===== config.mk =====
export PLATFORM = sky130hd
export DESIGN_NAME = alt_listener_regs
export DESIGN_NICKNAME = d
export VERILOG_FILES = /design/src/rtl/alt_pkg.sv /design/src/rtl/alt_sync.sv /design/src/rtl/alt_lane_mux.sv /design/src/rtl/alt_listener_regs.sv
export SDC_FILE = /design/constraint.sdc
export NUM_CORES = 1
export LEC_CHECK = 0
export ABC_AREA = 0
export BUFFER_PORTS_ARGS = -buffer_cell sky130_fd_sc_hd__buf_4
export CAP_MARGIN = 20
export CORE_UTILIZATION = 58
export CTS_BUF_LIST = sky130_fd_sc_hd__clkbuf_4 sky130_fd_sc_hd__clkbuf_8
export DETAILED_ROUTE_END_ITERATION = 10
export PLACE_DENSITY_LB_ADDON = 0.15
export SLEW_MARGIN = 15
export SYNTH_ARGS = -nofsm -noshare
export SYNTH_HDL_FRONTEND = slang
export SYNTH_SLANG_ARGS = --single-unit

===== constraint.sdc =====
create_clock -name ref_clk -period 8.7 [get_ports ref_clk]
set_input_delay 1.305 -clock ref_clk [delete_from_list [all_inputs] [get_ports ref_clk]]
set_output_delay 1.305 -clock ref_clk [all_outputs]
set_load 0.05 [all_outputs]

===== src/rtl/alt_pkg.sv =====
// Overview of operation
// - Service flag bits clear on an AUX write of one, and bit 1 also on an accept or refuse write; zero leaves them.
// - Test request bit 1, content protect bit 2, monitor control bit 3, vendor bit 6; others read zero.
// - Lower adjust byte: lane 0 swing/emphasis, lane 1 swing/emphasis, two bits each.
// - Upper adjust byte has the same layout for lanes 2 and 3, reset zero.
// - Test kind bit 0 asks link training using requested rate and lanes.
// - Test kind bit 1 asks a test pattern, bit 2 an identification read test.
// - Bit 3 asks physical pattern on version 1.1; remaining upper bits read zero.
// - Requested rate byte holds 06h, 0Ah or 14h codes, read-only, reset zero.
// - Requested lanes in bits 4:0 as 1, 2 or 4; bits 7:5 read zero.
// - Writing one to accept bit with refuse bit zero clears test flag and starts test mode.
// - Writing one to refuse bit clears test flag; test does not start.
// - Acknowledge bit 2 marks checksum written; bits 7:3 read zero.
// - Power byte: 01 normal, 10 deep sleep; resets to 01h.
// - SMBus offers block and indexed block transfers only; no single byte write.
// - SMBus address A8h with strap low, AAh with strap high.
// - SMBus holds twenty registers; only two are writable by users.
// - Listener captures sink read data for adjust, test, rate and lane bytes.
// - Accepted test makes captured values override the normal link configuration.
package alt_pkg;

    localparam logic [19:0] AUX_BW = 20'h00100;
    localparam logic [19:0] AUX_LCNT = 20'h00101;
    localparam logic [19:0] AUX_LSET0 = 20'h00103;
    localparam logic [19:0] AUX_LSET3 = 20'h00106;
    localparam logic [19:0] AUX_SVC = 20'h00201;
    localparam logic [19:0] AUX_ADJ_LO = 20'h00206;
    localparam logic [19:0] AUX_ADJ_HI = 20'h00207;
    localparam logic [19:0] AUX_KIND = 20'h00218;
    localparam logic [19:0] AUX_RATE = 20'h00219;
    localparam logic [19:0] AUX_LANES = 20'h00220;
    localparam logic [19:0] AUX_ACK = 20'h00260;
    localparam logic [19:0] AUX_PWR = 20'h00600;

    localparam logic [4:0] SMB_BW = 5'h02;
    localparam logic [4:0] SMB_LCNT = 5'h03;
    localparam logic [4:0] SMB_LSET0 = 5'h04;
    localparam logic [4:0] SMB_LSET3 = 5'h07;
    localparam logic [4:0] SMB_SVC = 5'h09;
    localparam logic [4:0] SMB_ADJ_LO = 5'h0A;
    localparam logic [4:0] SMB_KIND = 5'h0C;
    localparam logic [4:0] SMB_RATE = 5'h0D;
    localparam logic [4:0] SMB_LANES = 5'h0E;
    localparam logic [4:0] SMB_ACK = 5'h0F;
    localparam logic [4:0] SMB_PWR = 5'h10;
    localparam logic [4:0] SMB_ADJ_HI = 5'h11;
    localparam logic [7:0] SMB_NREG = 8'h14;
    localparam logic [5:0] SMB_ADDR_HI = 6'h2A;

    localparam logic [7:0] SVC_MASK = 8'h4E;
    localparam int AUTO_BIT = 1;
    localparam logic [7:0] KIND_MASK_V11 = 8'h0F;
    localparam logic [7:0] KIND_MASK_V10 = 8'h07;
    localparam logic [7:0] LANES_MASK = 8'h1F;
    localparam logic [7:0] ACK_MASK = 8'h07;
    localparam logic [1:0] ACK_ACCEPT = 2'h1;
    localparam logic [1:0] PWR_NORMAL = 2'h1;
    localparam logic [1:0] PWR_DEEP = 2'h2;
    localparam logic [7:0] BW_RST = 8'h14;
    localparam logic [7:0] LCNT_RST = 8'h04;

    typedef enum logic [3:0] {
        S_IDLE, S_ADDR, S_CMD, S_CNT, S_WDAT, S_DONE, S_ACK, S_TX, S_RACK
    } alt_smb_st_e;

    typedef enum logic {AUX_RD_DATA, AUX_WR_DATA} alt_aux_kind_e;

    typedef struct packed {
        logic valid;
        alt_aux_kind_e kind;
        logic [19:0] addr;
        logic [7:0] data;
    } alt_aux_evt_s;

    typedef struct packed {
        logic [7:0] rate;
        logic [7:0] lanes;
        logic [3:0][1:0] swing;
        logic [3:0][1:0] emph;
    } alt_link_cfg_s;

endpackage


===== src/rtl/alt_sync.sv =====
`timescale 1ns/10ps
`default_nettype none
module alt_sync #(
    parameter int W = 1,
    parameter logic [W-1:0] RST_VAL = '0
) (
    input wire logic clk, // Clock
    input wire logic rst_n, // Synchronous-domain reset copy
    input wire logic [W-1:0] d, // Asynchronous inputs
    output logic [W-1:0] q // Synchronised outputs
);
    logic [1:0][W-1:0] r, n;

    always_comb begin
        n = {r[0], d};
    end

    always_ff @(posedge clk or negedge rst_n) begin
        if (!rst_n) begin
            r <= {RST_VAL, RST_VAL};
        end else begin
            r <= n;
        end
    end

    assign q = r[1];
endmodule // alt_sync
`default_nettype wire


===== src/rtl/alt_lane_mux.sv =====
`timescale 1ns/10ps
`default_nettype none
module alt_lane_mux #(
    parameter int LANES = 4
) (
    input wire logic clk, // Clock
    input wire logic rst_n, // Reset, active low
    input wire logic override, // Sink test accepted
    input wire logic [15:0] adj, // Captured adjust bytes, upper:lower
    input wire logic [7:0] test_rate, // Captured rate
    input wire logic [7:0] test_lanes, // Captured lane count
    input wire logic [7:0] bw, // Normal rate
    input wire logic [7:0] lcnt, // Normal lane count
    input wire logic [3:0][7:0] lset, // Normal per-lane settings
    output alt_pkg::alt_link_cfg_s cfg // Buffer configuration
);
    import alt_pkg::*;

    if (LANES != 4) begin : g_chk
        $error("alt_lane_mux serves exactly four lanes");
    end

    alt_link_cfg_s r, n;

    always_comb begin
        n.rate = override ? test_rate : bw;
        n.lanes = override ? test_lanes : lcnt;
        for (int i = 0; i < LANES; i++) begin
            n.swing[i] = override ? adj[4*i +: 2] : lset[i][1:0];
            n.emph[i] = override ? adj[4*i+2 +: 2] : lset[i][4:3];
        end
    end

    always_ff @(posedge clk or negedge rst_n) begin
        if (!rst_n) begin
            r <= '0;
        end else begin
            r <= n;
        end
    end

    assign cfg = r;
endmodule // alt_lane_mux
`default_nettype wire


===== src/rtl/alt_listener_regs.sv =====
`timescale 1ns/10ps
`default_nettype none
module alt_listener_regs #(
    parameter bit PROTO_V11 = 1'b1
) (
    input wire logic ref_clk, // 200 MHz clock
    input wire logic rstn, // Power-on reset, active low
    input wire alt_pkg::alt_aux_evt_s aux_evt, // Snooped AUX byte
    input wire logic scl_pin, // SMBus clock
    input wire logic sda_pin, // SMBus data in
    output logic sda_out, // SMBus data out
    output logic sda_oe, // SMBus data drive enable
    input wire logic addr_strap, // SMBus address strap
    output alt_pkg::alt_link_cfg_s link_cfg, // Buffer configuration
    output logic test_override, // Sink test running
    output logic deep_sleep // Power-down requested
);
    import alt_pkg::*;

    typedef struct packed {
        alt_smb_st_e st;
        alt_smb_st_e after;
        logic [3:0] bitcnt;
        logic [7:0] shreg;
        logic [4:0] idx;
        logic [7:0] cnt;
        logic ackp;
        logic drv;
        logic scl_q;
        logic sda_q;
        logic [7:0] svc;
        logic [7:0] adj_lo;
        logic [7:0] adj_hi;
        logic [7:0] kind;
        logic [7:0] rate;
        logic [7:0] lanes;
        logic [7:0] ack;
        logic [7:0] bw;
        logic [7:0] lcnt;
        logic [3:0][7:0] lset;
        logic [1:0] pwr;
    } alt_state_s;

    localparam logic [7:0] KIND_MASK = PROTO_V11 ? KIND_MASK_V11 : KIND_MASK_V10;
    localparam alt_state_s ST_RST = '{st: S_IDLE, after: S_IDLE, bitcnt: 4'h0, shreg: 8'h00,
        idx: 5'h00, cnt: 8'h00, ackp: 1'b0, drv: 1'b0, scl_q: 1'b1, sda_q: 1'b1, svc: 8'h00,
        adj_lo: 8'h00, adj_hi: 8'h00, kind: 8'h00, rate: 8'h00, lanes: 8'h00, ack: 8'h00,
        bw: BW_RST, lcnt: LCNT_RST, lset: '0, pwr: PWR_NORMAL};

    // ------------------------------------------------------------
    // Reset release and pin synchronisers
    // ------------------------------------------------------------
    logic [1:0] rst_sync_r;
    logic rst_s_n;
    logic [2:0] pins_s;
    logic strap_s, scl_s, sda_s;

    always_ff @(posedge ref_clk or negedge rstn) begin
        if (!rstn) begin
            rst_sync_r <= 2'b00;
        end else begin
            rst_sync_r <= {rst_sync_r[0], 1'b1};
        end
    end
    assign rst_s_n = rst_sync_r[1];

    alt_sync #(.W(3), .RST_VAL(3'b111)) alt_sync_i (
        .clk(ref_clk),
        .rst_n(rst_s_n),
        .d({addr_strap, scl_pin, sda_pin}),
        .q(pins_s)
    );
    assign {strap_s, scl_s, sda_s} = pins_s;

    // ------------------------------------------------------------
    // Register read map
    // ------------------------------------------------------------
    function automatic logic [7:0] reg_read(input alt_state_s s, input logic [4:0] i);
        logic [7:0] v;
        v = 8'h00;
        case (i)
            SMB_BW: v = s.bw;
            SMB_LCNT: v = s.lcnt;
            SMB_SVC: v = s.svc;
            SMB_ADJ_LO: v = s.adj_lo;
            SMB_ADJ_HI: v = s.adj_hi;
            SMB_KIND: v = s.kind;
            SMB_RATE: v = s.rate;
            SMB_LANES: v = s.lanes;
            SMB_ACK: v = s.ack;
            SMB_PWR: v = {6'h00, s.pwr};
            default: begin
                if (i >= SMB_LSET0 && i <= SMB_LSET3) begin
                    v = s.lset[2'(i - SMB_LSET0)];
                end
            end
        endcase
        return v;
    endfunction

    // ------------------------------------------------------------
    // State update
    // ------------------------------------------------------------
    alt_state_s r, n;
    logic [7:0] svc_set, svc_clr, byte_in;
    logic rise, fall, start, stop;

    assign rise = scl_s & ~r.scl_q;
    assign fall = ~scl_s & r.scl_q;
    assign start = scl_s & r.scl_q & r.sda_q & ~sda_s;
    assign stop = scl_s & r.scl_q & ~r.sda_q & sda_s;
    assign byte_in = {r.shreg[6:0], sda_s};

    always_comb begin
        n = r;
        svc_set = 8'h00;
        svc_clr = 8'h00;
        n.scl_q = scl_s;
        n.sda_q = sda_s;
        if (aux_evt.valid && aux_evt.kind == AUX_RD_DATA) begin
            case (aux_evt.addr)
                AUX_SVC: svc_set = aux_evt.data & SVC_MASK;
                AUX_ADJ_LO: n.adj_lo = aux_evt.data;
                AUX_ADJ_HI: n.adj_hi = aux_evt.data;
                AUX_KIND: if (r.svc[AUTO_BIT]) n.kind = aux_evt.data & KIND_MASK;
                AUX_RATE: if (r.svc[AUTO_BIT]) n.rate = aux_evt.data;
                AUX_LANES: if (r.svc[AUTO_BIT]) n.lanes = aux_evt.data & LANES_MASK;
                default: ;
            endcase
        end else if (aux_evt.valid) begin
            case (aux_evt.addr)
                AUX_SVC: svc_clr = aux_evt.data;
                AUX_ACK: begin
                    n.ack = aux_evt.data & ACK_MASK;
                    svc_clr[AUTO_BIT] = |aux_evt.data[1:0];
                end
                AUX_PWR: n.pwr = aux_evt.data[1:0];
                AUX_BW: n.bw = aux_evt.data;
                AUX_LCNT: n.lcnt = aux_evt.data;
                default: begin
                    if (aux_evt.addr >= AUX_LSET0 && aux_evt.addr <= AUX_LSET3) begin
                        n.lset[2'(aux_evt.addr - AUX_LSET0)] = aux_evt.data;
                    end
                end
            endcase
        end
        n.svc = (r.svc & ~svc_clr) | svc_set;

        if (start) begin
            n.st = S_ADDR;
            n.bitcnt = 4'h0;
            n.drv = 1'b0;
        end else if (stop) begin
            n.st = S_IDLE;
            n.drv = 1'b0;
        end else begin
            unique case (r.st)
                S_IDLE: ;
                S_ADDR, S_CMD, S_CNT, S_WDAT: begin
                    if (rise) begin
                        n.shreg = byte_in;
                        n.bitcnt = r.bitcnt + 4'h1;
                        if (r.bitcnt == 4'h7) begin
                            n.st = S_DONE;
                            n.ackp = 1'b1;
                            case (r.st)
                                S_ADDR: begin
                                    if (byte_in[7:1] == {SMB_ADDR_HI, strap_s}) begin
                                        if (byte_in[0]) begin
                                            n.after = S_TX;
                                            n.shreg = (r.idx < SMB_NREG) ? SMB_NREG - {3'h0, r.idx} : 8'h00;
                                        end else begin
                                            n.after = S_CMD;
                                        end
                                    end else begin
                                        n.ackp = 1'b0;
                                    end
                                end
                                S_CMD: begin
                                    n.idx = byte_in[4:0];
                                    n.after = S_CNT;
                                end
                                S_CNT: begin
                                    n.cnt = byte_in;
                                    n.after = S_WDAT;
                                end
                                default: begin
                                    if (r.cnt != 8'h00) begin
                                        n.cnt = r.cnt - 8'h01;
                                        n.idx = r.idx + 5'h01;
                                        n.after = S_WDAT;
                                        if (r.idx == SMB_ACK) n.ack = byte_in & ACK_MASK;
                                        if (r.idx == SMB_PWR) n.pwr = byte_in[1:0];
                                    end else begin
                                        n.ackp = 1'b0;
                                    end
                                end
                            endcase
                        end
                    end
                end
                S_DONE: begin
                    if (fall) begin
                        n.drv = r.ackp;
                        n.st = r.ackp ? S_ACK : S_IDLE;
                    end
                end
                S_ACK: begin
                    if (fall) begin
                        n.st = r.after;
                        n.bitcnt = (r.after == S_TX) ? 4'h1 : 4'h0;
                        n.drv = (r.after == S_TX) ? ~r.shreg[7] : 1'b0;
                    end
                end
                S_TX: begin
                    if (fall) begin
                        if (r.bitcnt == 4'h8) begin
                            n.drv = 1'b0;
                            n.st = S_RACK;
                        end else begin
                            n.shreg = {r.shreg[6:0], 1'b0};
                            n.drv = ~r.shreg[6];
                            n.bitcnt = r.bitcnt + 4'h1;
                        end
                    end
                end
                S_RACK: begin
                    if (rise) begin
                        if (!sda_s) begin
                            n.shreg = reg_read(r, r.idx);
                            n.idx = r.idx + 5'h01;
                            n.after = S_TX;
                            n.st = S_ACK;
                        end else begin
                            n.st = S_IDLE;
                        end
                    end
                end
                default: n.st = S_IDLE;
            endcase
        end
    end

    always_ff @(posedge ref_clk or negedge rst_s_n) begin
        if (!rst_s_n) begin
            r <= ST_RST;
        end else begin
            r <= n;
        end
    end

    // ------------------------------------------------------------
    // Outputs
    // ------------------------------------------------------------
    assign sda_out = 1'b0;
    assign sda_oe = r.drv;
    assign test_override = (r.ack[1:0] == ACK_ACCEPT);
    assign deep_sleep = (r.pwr == PWR_DEEP);

    alt_lane_mux #(.LANES(4)) alt_lane_mux_i (
        .clk(ref_clk),
        .rst_n(rst_s_n),
        .override(test_override),
        .adj({r.adj_hi, r.adj_lo}),
        .test_rate(r.rate),
        .test_lanes(r.lanes),
        .bw(r.bw),
        .lcnt(r.lcnt),
        .lset(r.lset),
        .cfg(link_cfg)
    );

    logic aux_wr_svc, aux_wr_ack, aux_rd_rate, aux_wr_pwr;
    assign aux_wr_svc = aux_evt.valid && aux_evt.kind == AUX_WR_DATA && aux_evt.addr == AUX_SVC;
    assign aux_wr_ack = aux_evt.valid && aux_evt.kind == AUX_WR_DATA && aux_evt.addr == AUX_ACK;
    assign aux_rd_rate = aux_evt.valid && aux_evt.kind == AUX_RD_DATA && aux_evt.addr == AUX_RATE;
    assign aux_wr_pwr = aux_evt.valid && aux_evt.kind == AUX_WR_DATA && aux_evt.addr == AUX_PWR;
endmodule // alt_listener_regs
`default_nettype wire


Yosys cells after proc, flatten, opt, wreduce, memory -nomap -nowiden --
Cells that the tools add are included.
Word-level totals: bits in registers 176, output and inout bits 36
Operators by class: add/sub/neg operators 6, order comparisons 8, equality and inequality tests 57, mux-type cells 97, bitwise operators 22, reduce and logical (&&, ||, !) cells 34
Operators by type and width (number):
- 2-to-1 mux 8 bit | 25
- == test 20 x 10 -> 1 bit (second input constant) | 7
- 2-to-1 mux 58 bit | 2
- one-hot mux 8 bit (10 select lines) | 1
- 2-to-1 mux 32 bit | 2
- 2-to-1 mux 4 bit | 11
- == test 20 x 9 -> 1 bit (second input constant) | 2
- 2-to-1 mux 13 bit | 3
- 2-to-1 mux 2 bit | 17
- 2-to-1 mux 34 bit | 1
- bitwise mux 32 bit | 1
- == test 5 x 4 -> 1 bit (second input constant) | 6
- inequality test 4 bit (second input constant) | 7
- 2-to-1 mux 26 bit | 1
- == test 4 x 3 -> 1 bit (second input constant) | 6
- 2-to-1 mux 12 bit | 2
- one-hot mux 4 bit (3 select lines) | 2
- one-hot mux 4 bit (6 select lines) | 1
- one-hot mux 8 bit (3 select lines) | 1
- 2-to-1 mux 22 bit | 1
- inequality test 3 bit (second input constant) | 7
- == test 20 x 11 -> 1 bit (second input constant) | 1
- >= comparator 20 x 9 -> 1 bit (second input constant) | 1
- <= comparator 20 x 9 -> 1 bit (second input constant) | 1
- other kinds (57) | 115

Logic depth before layout (Yosys ltp) --
Gate-level depths: netlist of run 1.
depth after elaboration 18, gate-level depth with buffers 11, gate-level depth less buffers 9

Cells and area by module --
From an unflattened synthesis of run 1, not the netlist that was laid out.
Unflattened totals: cell total of the unflattened synthesis 785, area, all modules 9052.4 µm²
By module, submodules not included:
- alt_listener_regs | times used 1, cells an instance 711, area each 7549.7 µm²
- alt_lane_mux | times used 1, cells an instance 68, area each 1345.0 µm²
- alt_sync | times used 1, cells an instance 6, area each 157.7 µm²

Least setup slack after synthesis of run 1 --
Ideal clock, no wire load.
path kind in2reg, start in aux_evt[27] (netlist bit), end reg r[26] (netlist bit), arrival time 3.540 ns, required time 8.575 ns, setup slack 5.036 ns, cell stages on the path 6, path buffers 1, cell sequence or4_4 or3_1 or4_1 buf_2 nor3b_4 mux2_2
On the way: longest elaborated chain between the ends 4, elaborated cells between the ends (all ways) 11
Ends and longest elaborated chain:
- start: declaration | RTL line alt_listener_regs.sv:8 | input wire alt_pkg::alt_aux_evt_s aux_evt,
- parallel branches: the longest is 3 deep, another holds >= comparator 20 x 9 -> 1 bit
- AND reduction 4 bit (no source line) (*)
- end signal: assignment | RTL line alt_listener_regs.sv:248 | r <= n;
- end: declaration | RTL line alt_listener_regs.sv:104 | alt_state_s r, n;
Every way passes the cells marked *. A chain may end at the register's enable or synchronous reset.

Worst setup path in the final report of run 1 --
start in aux_evt[27] (netlist bit), end reg r[27] (netlist bit)
The elaborated chain is that of the path after synthesis.

==> impl_metrics.ini, run 1 <==
[floorplanning]
core-area_um2 = 14800
start_util = 0.603
die-area_um2 = 15800
row_count = 44
die_w_um = 126
die_height_um = 126
ios = 71

[timing]
fin_crit_ns = 3.50
whs_ns = 0.364
fmax_mhz = 285
period_share = 0.403
setup_viol = 0
slew_headroom = 0.316
finalClockSkew_ns = 0.0137
hold_viol_final = 0
finalSetupTns_ns = 0
slew_viol_final = 0
rsz0062_at_grt = false
tightest_slew_ns = 1.03

[hold_path]
hold_class = register to register

[cells_and_area]
utilization = 0.671
finalInstanceArea_um2 = 9900
fin_cells = 1032
syn_to_final_growth_pct = 11.4
multi_input_area_um2 = 4220
seq_area_um2 = 4400
num_antenna_cells = 0
nFillCells = 1127
nNetsFinal = 878
drive_above_1_share = 0.313

[drt]
via_per_inst = 6.55
drt-initial-drc-count = 627
wl_per_cell_um = 23.1
routed_wl_mm = 23.9
drc = 0
vias = 6756
drtPass1Iterations = 5
ant_nets = 0

[placed_design]
io_buffers = 69
place_congestion = 0.951
dpl.hpwl_mm = 17.3
place_area_um2 = 9500
placed_cells = 1000

[synthesis]
synth_top_area_frac = 0.459
netlist_area_um2 = 8890
yosysSeqAreaShare = 0.494
syn_avg_cell_area_um2 = 11.3
synth.most_common_cell = dfrtp_1
ys_warn_count = 0
async_flop_share = 1.00
synth_cell_types = 72
yosysTopAreaCell = dfrtp_1
synth_edf_count = 0
syn_nets = 832
synth_ff_type = dfrtp_1
ys_ff_latch = 175
synth_area_leaders = dfrtp_1, mux2_2, dfstp_2, mux4_2, o21ai_0
ys_top_cells_by_count = dfrtp_1, mux2_2, nand2_1
syn_inst = 789

[power]
peakVddDrop_uv = 168
p_leak_nw = 4.60
power-per-cell-area_nw_per_um2 = 151

[clocking]
clk_latency_ns = 0.47
post_cts_resized = 0
hold_buffers = 0
cts_tree = built
cts_setup_buffers = 0
path_clk_slew_ns = 0.11
numCtsBuffers = 17
cts_max_level = 4
clock-sinks = 175
clockRootBuffer = clkbuf_8
cts_buffer_depth = 2

[worst_setup_path]
slowest_delay_ns = 0.70
crit_family = simple AND/OR/NAND/NOR gates
critPathLaunchType = input port
worstSetupPathType = input port to register
arrival_ns = 3.86
path_cells = buf_4 > or4_4 > or3_1 > or4_1 > nor3b_4 > mux2_2
cp_max_fo = 8
required_ns = 9.05
critPathBufInv = 1
endpoint_kind = register
cpMaxStageDelayCell = or4_1

[global_route]
grt_pass1_wl_mm = 38.2
grt_overflow = 0
grtUsageTotal = 0.318
grt_max_degree = 68
antenna_found_initial = 0
grt_pass1_vias = 6829

[run_status]
outcome = complete, no violations

[job]
drv_cap = 0
## registers in the layout, summed over array words and instances, names as in the netlist
register	cells
alt_sync_i.n	3
rst_sync_r	2
r	127
byte_in	7
alt_sync_i.q	3
sda_oe	1
alt_lane_mux_i.cfg	32
## path summary, 6_finish.rpt
path / start / to / slack, ns / cells past startpoint
max reg2reg: r[110] / r[135] / 5.40 / 8
min: alt_sync_i.n[5] / alt_sync_i.q[2] / 0.36 / 0
min in group asynchronous: rst_sync_r[1] / r[134] / 0.45 / 0
min reg2reg: alt_sync_i.n[5] / alt_sync_i.q[2] / 0.36 / 0
max in group asynchronous: rst_sync_r[1] / r[1] / 6.34 / 2
max: aux_evt[27] / r[27] / 5.20 / 6
## layout by cell type (no fill, tap or decap), drive strengths merged, types with 6 or more instances in the layout
cell type / synthesis / layout
a211oi: 10 / 10
a21oi: 32 / 32
a22oi: 10 / 10
a31oi: 8 / 8
and3: 11 / 11
buf: 11 / 76
clkbuf: 38 / 17
clkinv: 1 / 7
dfrtp: 163 / 163
dfstp: 12 / 12
ha: 8 / 8
inv: 20 / 29
mux2: 120 / 120
mux2i: 14 / 14
mux4: 8 / 8
nand2: 45 / 45
nand2b: 7 / 7
nand3: 16 / 16
nand3b: 8 / 8
nand4: 6 / 6
nor2: 43 / 43
nor2b: 8 / 8
nor3: 17 / 17
nor4: 11 / 11
o211ai: 8 / 8
o21ai: 34 / 34
or3: 6 / 6
## metal layers
metal | global-route usage | routed length (µm) | vias up
li1 | - | - | 3032
met2 | 0.480 | 10900 | 278
met5 | 0 | 0 | -
met1 | 0.465 | 10900 | 3398
met4 | 0.111 | 623 | 0
met3 | 0.0569 | 1470 | 48
## where the power goes
group | leakage (nW) | internal (W) | switching (W)
sequential | 2.37 | 0.000823 | 0.0000236
clock | 0.205 | 0.000219 | 0.000341
combinational | 2.03 | 0.0000327 | 0.0000588
## cells by family (layout without fill, tap and decap cells)
group / count (synthesis) / in the layout / synth area share
simple gates: 215 / 215 / 0.136
flops: 175 / 175 / 0.494
compound gates: 168 / 168 / 0.130
mux: 142 / 142 / 0.188
buf+inv: 70 / 129 / 0.0305
xor+xnor: 9 / 9 / 0.00887
fa+ha+maj: 8 / 8 / 0.0113
other cells: 2 / 2 / 0.000845
## worst register-to-register path: cells and delay by family (launching register included)
| kind | cells | cell delay, ns |
|---|---|---|
| simple gates | 3 | 1.67 |
| compound gates | 2 | 0.46 |
| flops | 1 | 0.39 |
| mux | 1 | 0.39 |
| fa+ha+maj | 1 | 0.19 |
| buf+inv | 1 | 0.10 |
## final cells by class
class / count / share of cell area
clock buffers: 17 / 0.0236
inverters: 21 / 0.00796
repair buffers: 76 / 0.0576
multi-input cells: 544 / 0.427
flip-flops and latches: 175 / 0.444
well taps: 184 / 0.0232
clock inverters: 15 / 0.0169
## through the flow
stage | worst slack, ns | power, W
after floorplan | 3.48 | 0.000910
after global placement | 4.74 | 0.000949
after detailed placement | 4.71 | 0.000952
after CTS | 5.23 | 0.00150
after global routing | 5.03 | 0.00155
final | 5.20 | 0.00150
No activity file was read; power rests on OpenSTA's default activity.
==> run 2, diff against run 1 <==
- CORE_UTILIZATION: 58 -> 56
- clock period: 8.7 -> 3.1 ns (I/O delays scaled with it)
==> run 2 against run 1 <==
  * Die area rose by 3.5%
  * Clock skew is 0.0014 ns higher
  * Via count is 1.3% higher
  * Critical path depth increased by 3
  * Setup slack lost 4.9 ns
  * Sequential share of layout area shrank 1.3 points
  * Combinational power rose to 3.1 times the previous value
  * Clock power rose to 2.8 times the previous value
  * Power rose to 2.8 times the previous value
  * First-iteration DRC count fell by 2.6%
  * Design area grew 2.9%
  * Critical path type is now register to register
  * Highest routed layer unchanged
==> impl_metrics.ini, run 2 (synthesis gave the netlist of run 1 again) <==
[worst_setup_path]
cp_max_fo = 4
endpoint_kind = register
worstSetupPathType = register to register
critPathLaunchType = register
rr_worst_depth = 9
arrival_ns = 3.20
r2r_start = r[110]
r2r-end = r[136]
required_ns = 3.46
regToRegSetupSlack_ns = 0.25

[timing]
whs_ns = 0.0863
fin_crit_ns = 2.85
slew_viol_final = 0
rsz0062_at_grt = false
finalSetupTns_ns = 0
tightest_slew_ns = 0.792
finalClockSkew_ns = 0.0151
fmax_mhz = 351
slew_headroom = 0.465
period_share = 0.918
hold_viol_final = 0
setup_viol = 0

[clocking]
clock-sinks = 175
clockRootBuffer = clkbuf_8
numCtsBuffers = 17
clk_latency_ns = 0.48
cts_max_level = 4
cts_tree = built
cts_buffer_depth = 2
path_clk_slew_ns = 0.11

[power]
peakVddDrop_uv = 539
power-per-cell-area_nw_per_um2 = 416
p_leak_nw = 4.75

[cells_and_area]
top_register = r
multi_input_area_um2 = 4220
nFillCells = 1257
final_cell_mix = dfrtp_1, mux2_2, buf_4
layout.cells.most_common = dfrtp_1
fin_cells = 1086
largest_reg_flops = 127
finalInstanceArea_um2 = 10200
syn_to_final_growth_pct = 14.6
seq_area_um2 = 4400
utilization = 0.663
nNetsFinal = 905
drive_above_1_share = 0.333
num_antenna_cells = 0

[placed_design]
dpl.hpwl_mm = 17.9
placed_cells = 1053
place_congestion = 0.956
place_area_um2 = 9780
io_buffers = 69

[floorplanning]
row_count = 45
die-area_um2 = 16400
die_w_um = 128
ios = 71
die_height_um = 128
core-area_um2 = 15400
start_util = 0.578

[global_route]
busiest_layer = met2
use_met2 = 0.481
antenna_found_initial = 0
use_met1 = 0.466
grt_pass1_vias = 6770
grt_overflow = 0
grt_max_degree = 61
use_met3 = 0.0664
grtUsageTotal = 0.319
grt_pass1_wl_mm = 38.5

[hold_path]
min_path_cells = 1
hold_class = input port to register
worstHoldStart = scl_pin
whs_endpoint = alt_sync_i.n[4]

[drt]
drt-initial-drc-count = 611
via_per_inst = 6.30
wl_per_cell_um = 22.5
vias = 6844
ant_nets = 0
routed_wl_mm = 24.4
drtPass1Iterations = 5
drc = 0

[job]
drv_cap = 0

[run_status]
outcome = complete, no violations
[run 2: through the flow]
step                total power [W]  setup slack [ns]
floorplan                   0.00255             0.220
global placement            0.00268           0.00560
detailed placement          0.00269          -0.00145
CTS                         0.00426             0.162
global route                0.00440            0.0881
finish                      0.00424             0.253
[run 2: final cells by class]
| class | count | share of cell area |
|---|---|---|
| inverter | 21 | 0.00773 |
| timing repair buffer | 103 | 0.0810 |
| sequential | 175 | 0.432 |
| clock buffer | 17 | 0.0230 |
| multi-input combinational | 544 | 0.414 |
| clock inverter | 15 | 0.0163 |
| tap | 211 | 0.0259 |
[run 2: worst max-delay path by stage]
| stage | start | endpoint | slack, ns | cells after the start |
|---|---|---|---|---|
| final | r[110] | r[136] | 0.25 | 9 |
| after global routing | r[110] | r[135] | 0.09 | 9 |
| after CTS | r[110] | r[136] | 0.16 | 9 |
| after detailed placement | aux_evt[27] | r[13] | -0.001 | 6 |
| after global placement | aux_evt[27] | r[15] | 0.006 | 6 |
| after floorplan | rst_sync_r[1] | alt_lane_mux_i.cfg[0] | 0.22 | 0 |
[run 2: routing by layer]
metal	wire length [µm]	share of wire
met2	11100	0.45
met3	1520	0.063
met4	496	0.020
met5	0	0
met1	11300	0.46
[run 2: report_power, final]
part / switching [W] / leakage (nW) / internal, W / total, W
clock: 0.000977 / 0.198 / 0.000615 / 0.00159
sequential: 0.0000537 / 2.37 / 0.00231 / 0.00236
combinational: 0.000183 / 2.19 / 0.000101 / 0.000285
[run 2: critical path, stage by stage (launching register included)]
cell and delay [ns]:
dfrtp_1 0.39, inv_1 0.09, ha_1 0.19, or4b_2 0.67, nor4_1 0.33, buf_4 0.20, or3_1 0.14, a21oi_1 0.09
o21ai_1 0.25, mux2_2 0.38
[run 2: repair_timing]
| action | in CTS | in global routing |
|---|---|---|
| resized for setup | 0 | 1 |
| hold endpoints to repair | 2 | 0 |
| setup buffers | 0 | 0 |
| hold buffers | 1 | 0 |
| setup endpoints to repair | 0 | 3 |
==> run 3, diff against run 2 <==
- CAP_MARGIN: 20 -> 0
- PLACE_DENSITY: unset -> 0.82
- PLACE_DENSITY_LB_ADDON: 0.15 -> unset
==> run 3 against run 2 <==
  * Global-route usage down 1.5 points
  * Via count about the same
  * Clock-buffer cell count up 2
  * Critical path depth down 1
  * Maximum frequency down 1.8%
  * Routed wire length down 5.5%
  * Clock skew down 0.0025 ns
  * Die area unchanged
  * Design area down 0.21%
  * Clock power about the same
  * Power about the same
  * Largest cell class unchanged
==> impl_metrics.ini, run 3 (synthesis gave the netlist of run 1 again) <==
[timing]
rsz0062_at_grt = false
hold_viol_final = 0
whs_ns = 0.100
fin_crit_ns = 2.90
setup_viol = 0
slew_headroom = 0.454
period_share = 0.935
slew_viol_final = 0
finalClockSkew_ns = 0.0126
tightest_slew_ns = 0.819
fmax_mhz = 345

[floorplanning]
ios = 71
die_height_um = 128
row_count = 45
die_w_um = 128
start_util = 0.578
die-area_um2 = 16400
core-area_um2 = 15400

[cells_and_area]
nNetsFinal = 905
syn_to_final_growth_pct = 14.4
final_cell_mix = dfrtp_1, mux2_2, buf_4
drive_above_1_share = 0.332
fin_cells = 1085
top_register = r
num_antenna_cells = 0
largest_reg_flops = 127
layout.cells.most_common = dfrtp_1

[placed_design]
dpl.hpwl_mm = 16.6
io_buffers = 69
placed_cells = 1053
place_congestion = 0.943

[hold_path]
hold_class = input port to register

[clocking]
clk_latency_ns = 0.47
cts_buffer_depth = 2
clock-sinks = 175
cts_max_level = 4
cts_tree = built
path_clk_slew_ns = 0.09
cts_setup_buffers = 0
numCtsBuffers = 17
clockRootBuffer = clkbuf_8

[worst_setup_path]
cp_max_fo = 4
required_ns = 3.46
slowest_delay_ns = 0.66
critPathLaunchType = register
crit_family = simple AND/OR/NAND/NOR gates
worstSetupPathType = register to register
arrival_ns = 3.26
endpoint_kind = register
path_cells = inv_1 > ha_1 > or4b_2 > nor4_1 > or3_1 > a21oi_1 > o21ai_0 > mux2_2
critPathBufInv = 1
cpMaxStageDelayCell = or4b_2

[drt]
routed_wl_mm = 23.1
drc = 0
drtPass1Iterations = 5
ant_nets = 0
wl_per_cell_um = 21.2
drt-initial-drc-count = 631
via_per_inst = 6.31
vias = 6846

[global_route]
grtUsageTotal = 0.304
antenna_found_initial = 0
grt_overflow = 0
grt_max_degree = 63
grt_pass1_wl_mm = 37.1
grt_pass1_vias = 6600

[power]
p_leak_nw = 4.75
power-per-cell-area_nw_per_um2 = 417
peakVddDrop_uv = 338

[run_status]
outcome = complete, no violations

[job]
drv_cap = 0
run 3: cell count changes in the layout (fill, tap and decap cells not counted), sizes merged:
cell,before,now
clkbuf,17,19
clkinv,4,7
inv,30,22
bufinv,0,2
run 3: area by class of cell:
cell class	instances	area, µm²
Clock inverter	12	136
Timing Repair Buffer	103	813
Tap cell	211	264
Fill cell	1181	5200
Clock buffer	19	255
Multi-Input combinational cell	544	4220
Inverter	21	78.8
Sequential cell	175	4400
run 3: power breakdown:
part / leakage (nW) / switching, W / internal [W] / total, W
Combinational: 2.18 / 0.000175 / 0.000102 / 0.000278
Sequential: 2.37 / 0.0000564 / 0.00231 / 0.00237
Clock: 0.197 / 0.000848 / 0.000748 / 0.00160
run 3: final timing paths:
kind | startpoint | endpoint | slack (ns) | depth (start not counted)
max in group asynchronous | rst_sync_r[1] | alt_sync_i.q[1] | 1.90 | 1
worst min register to register | alt_sync_i.n[4] | alt_sync_i.q[1] | 0.36 | 0
worst min-delay path | sda_pin | alt_sync_i.n[3] | 0.10 | 1
worst max-delay path | r[110] | r[136] | 0.20 | 8
worst max register to register | r[110] | r[136] | 0.20 | 8
min in group asynchronous | rstn | rst_sync_r[1] | 0.31 | 2
run 3: stage by stage:
stage	total power (W)	setup TNS (ns)	worst slack (ns)	utilization	cell area [µm²]
after floorplan	0.00255	0	0.220	-	8890
after global placement	0.00268	-0.0488	-0.00699	0.635	9770
after detailed placement	0.00268	-0.163	-0.0266	0.635	9770
after CTS	0.00425	0	0.211	0.662	10200
after global routing	0.00438	0	0.0301	0.662	10200
final	0.00424	0	0.201	0.662	10200
run 3: metal layers:
metal	GRT usage	wire, µm	up-vias
met5	0	0	-
met4	0.110	552	0
met3	0.0722	1910	42
met2	0.443	10200	315
met1	0.444	10400	3398
li1	-	-	3091
run 3: what timing repair did:
item / 4_1_cts / 5_1_grt
gates resized for setup: 0 / 0
endpoints found under the hold margin: 2 / 0
hold buffers: 1 / 0
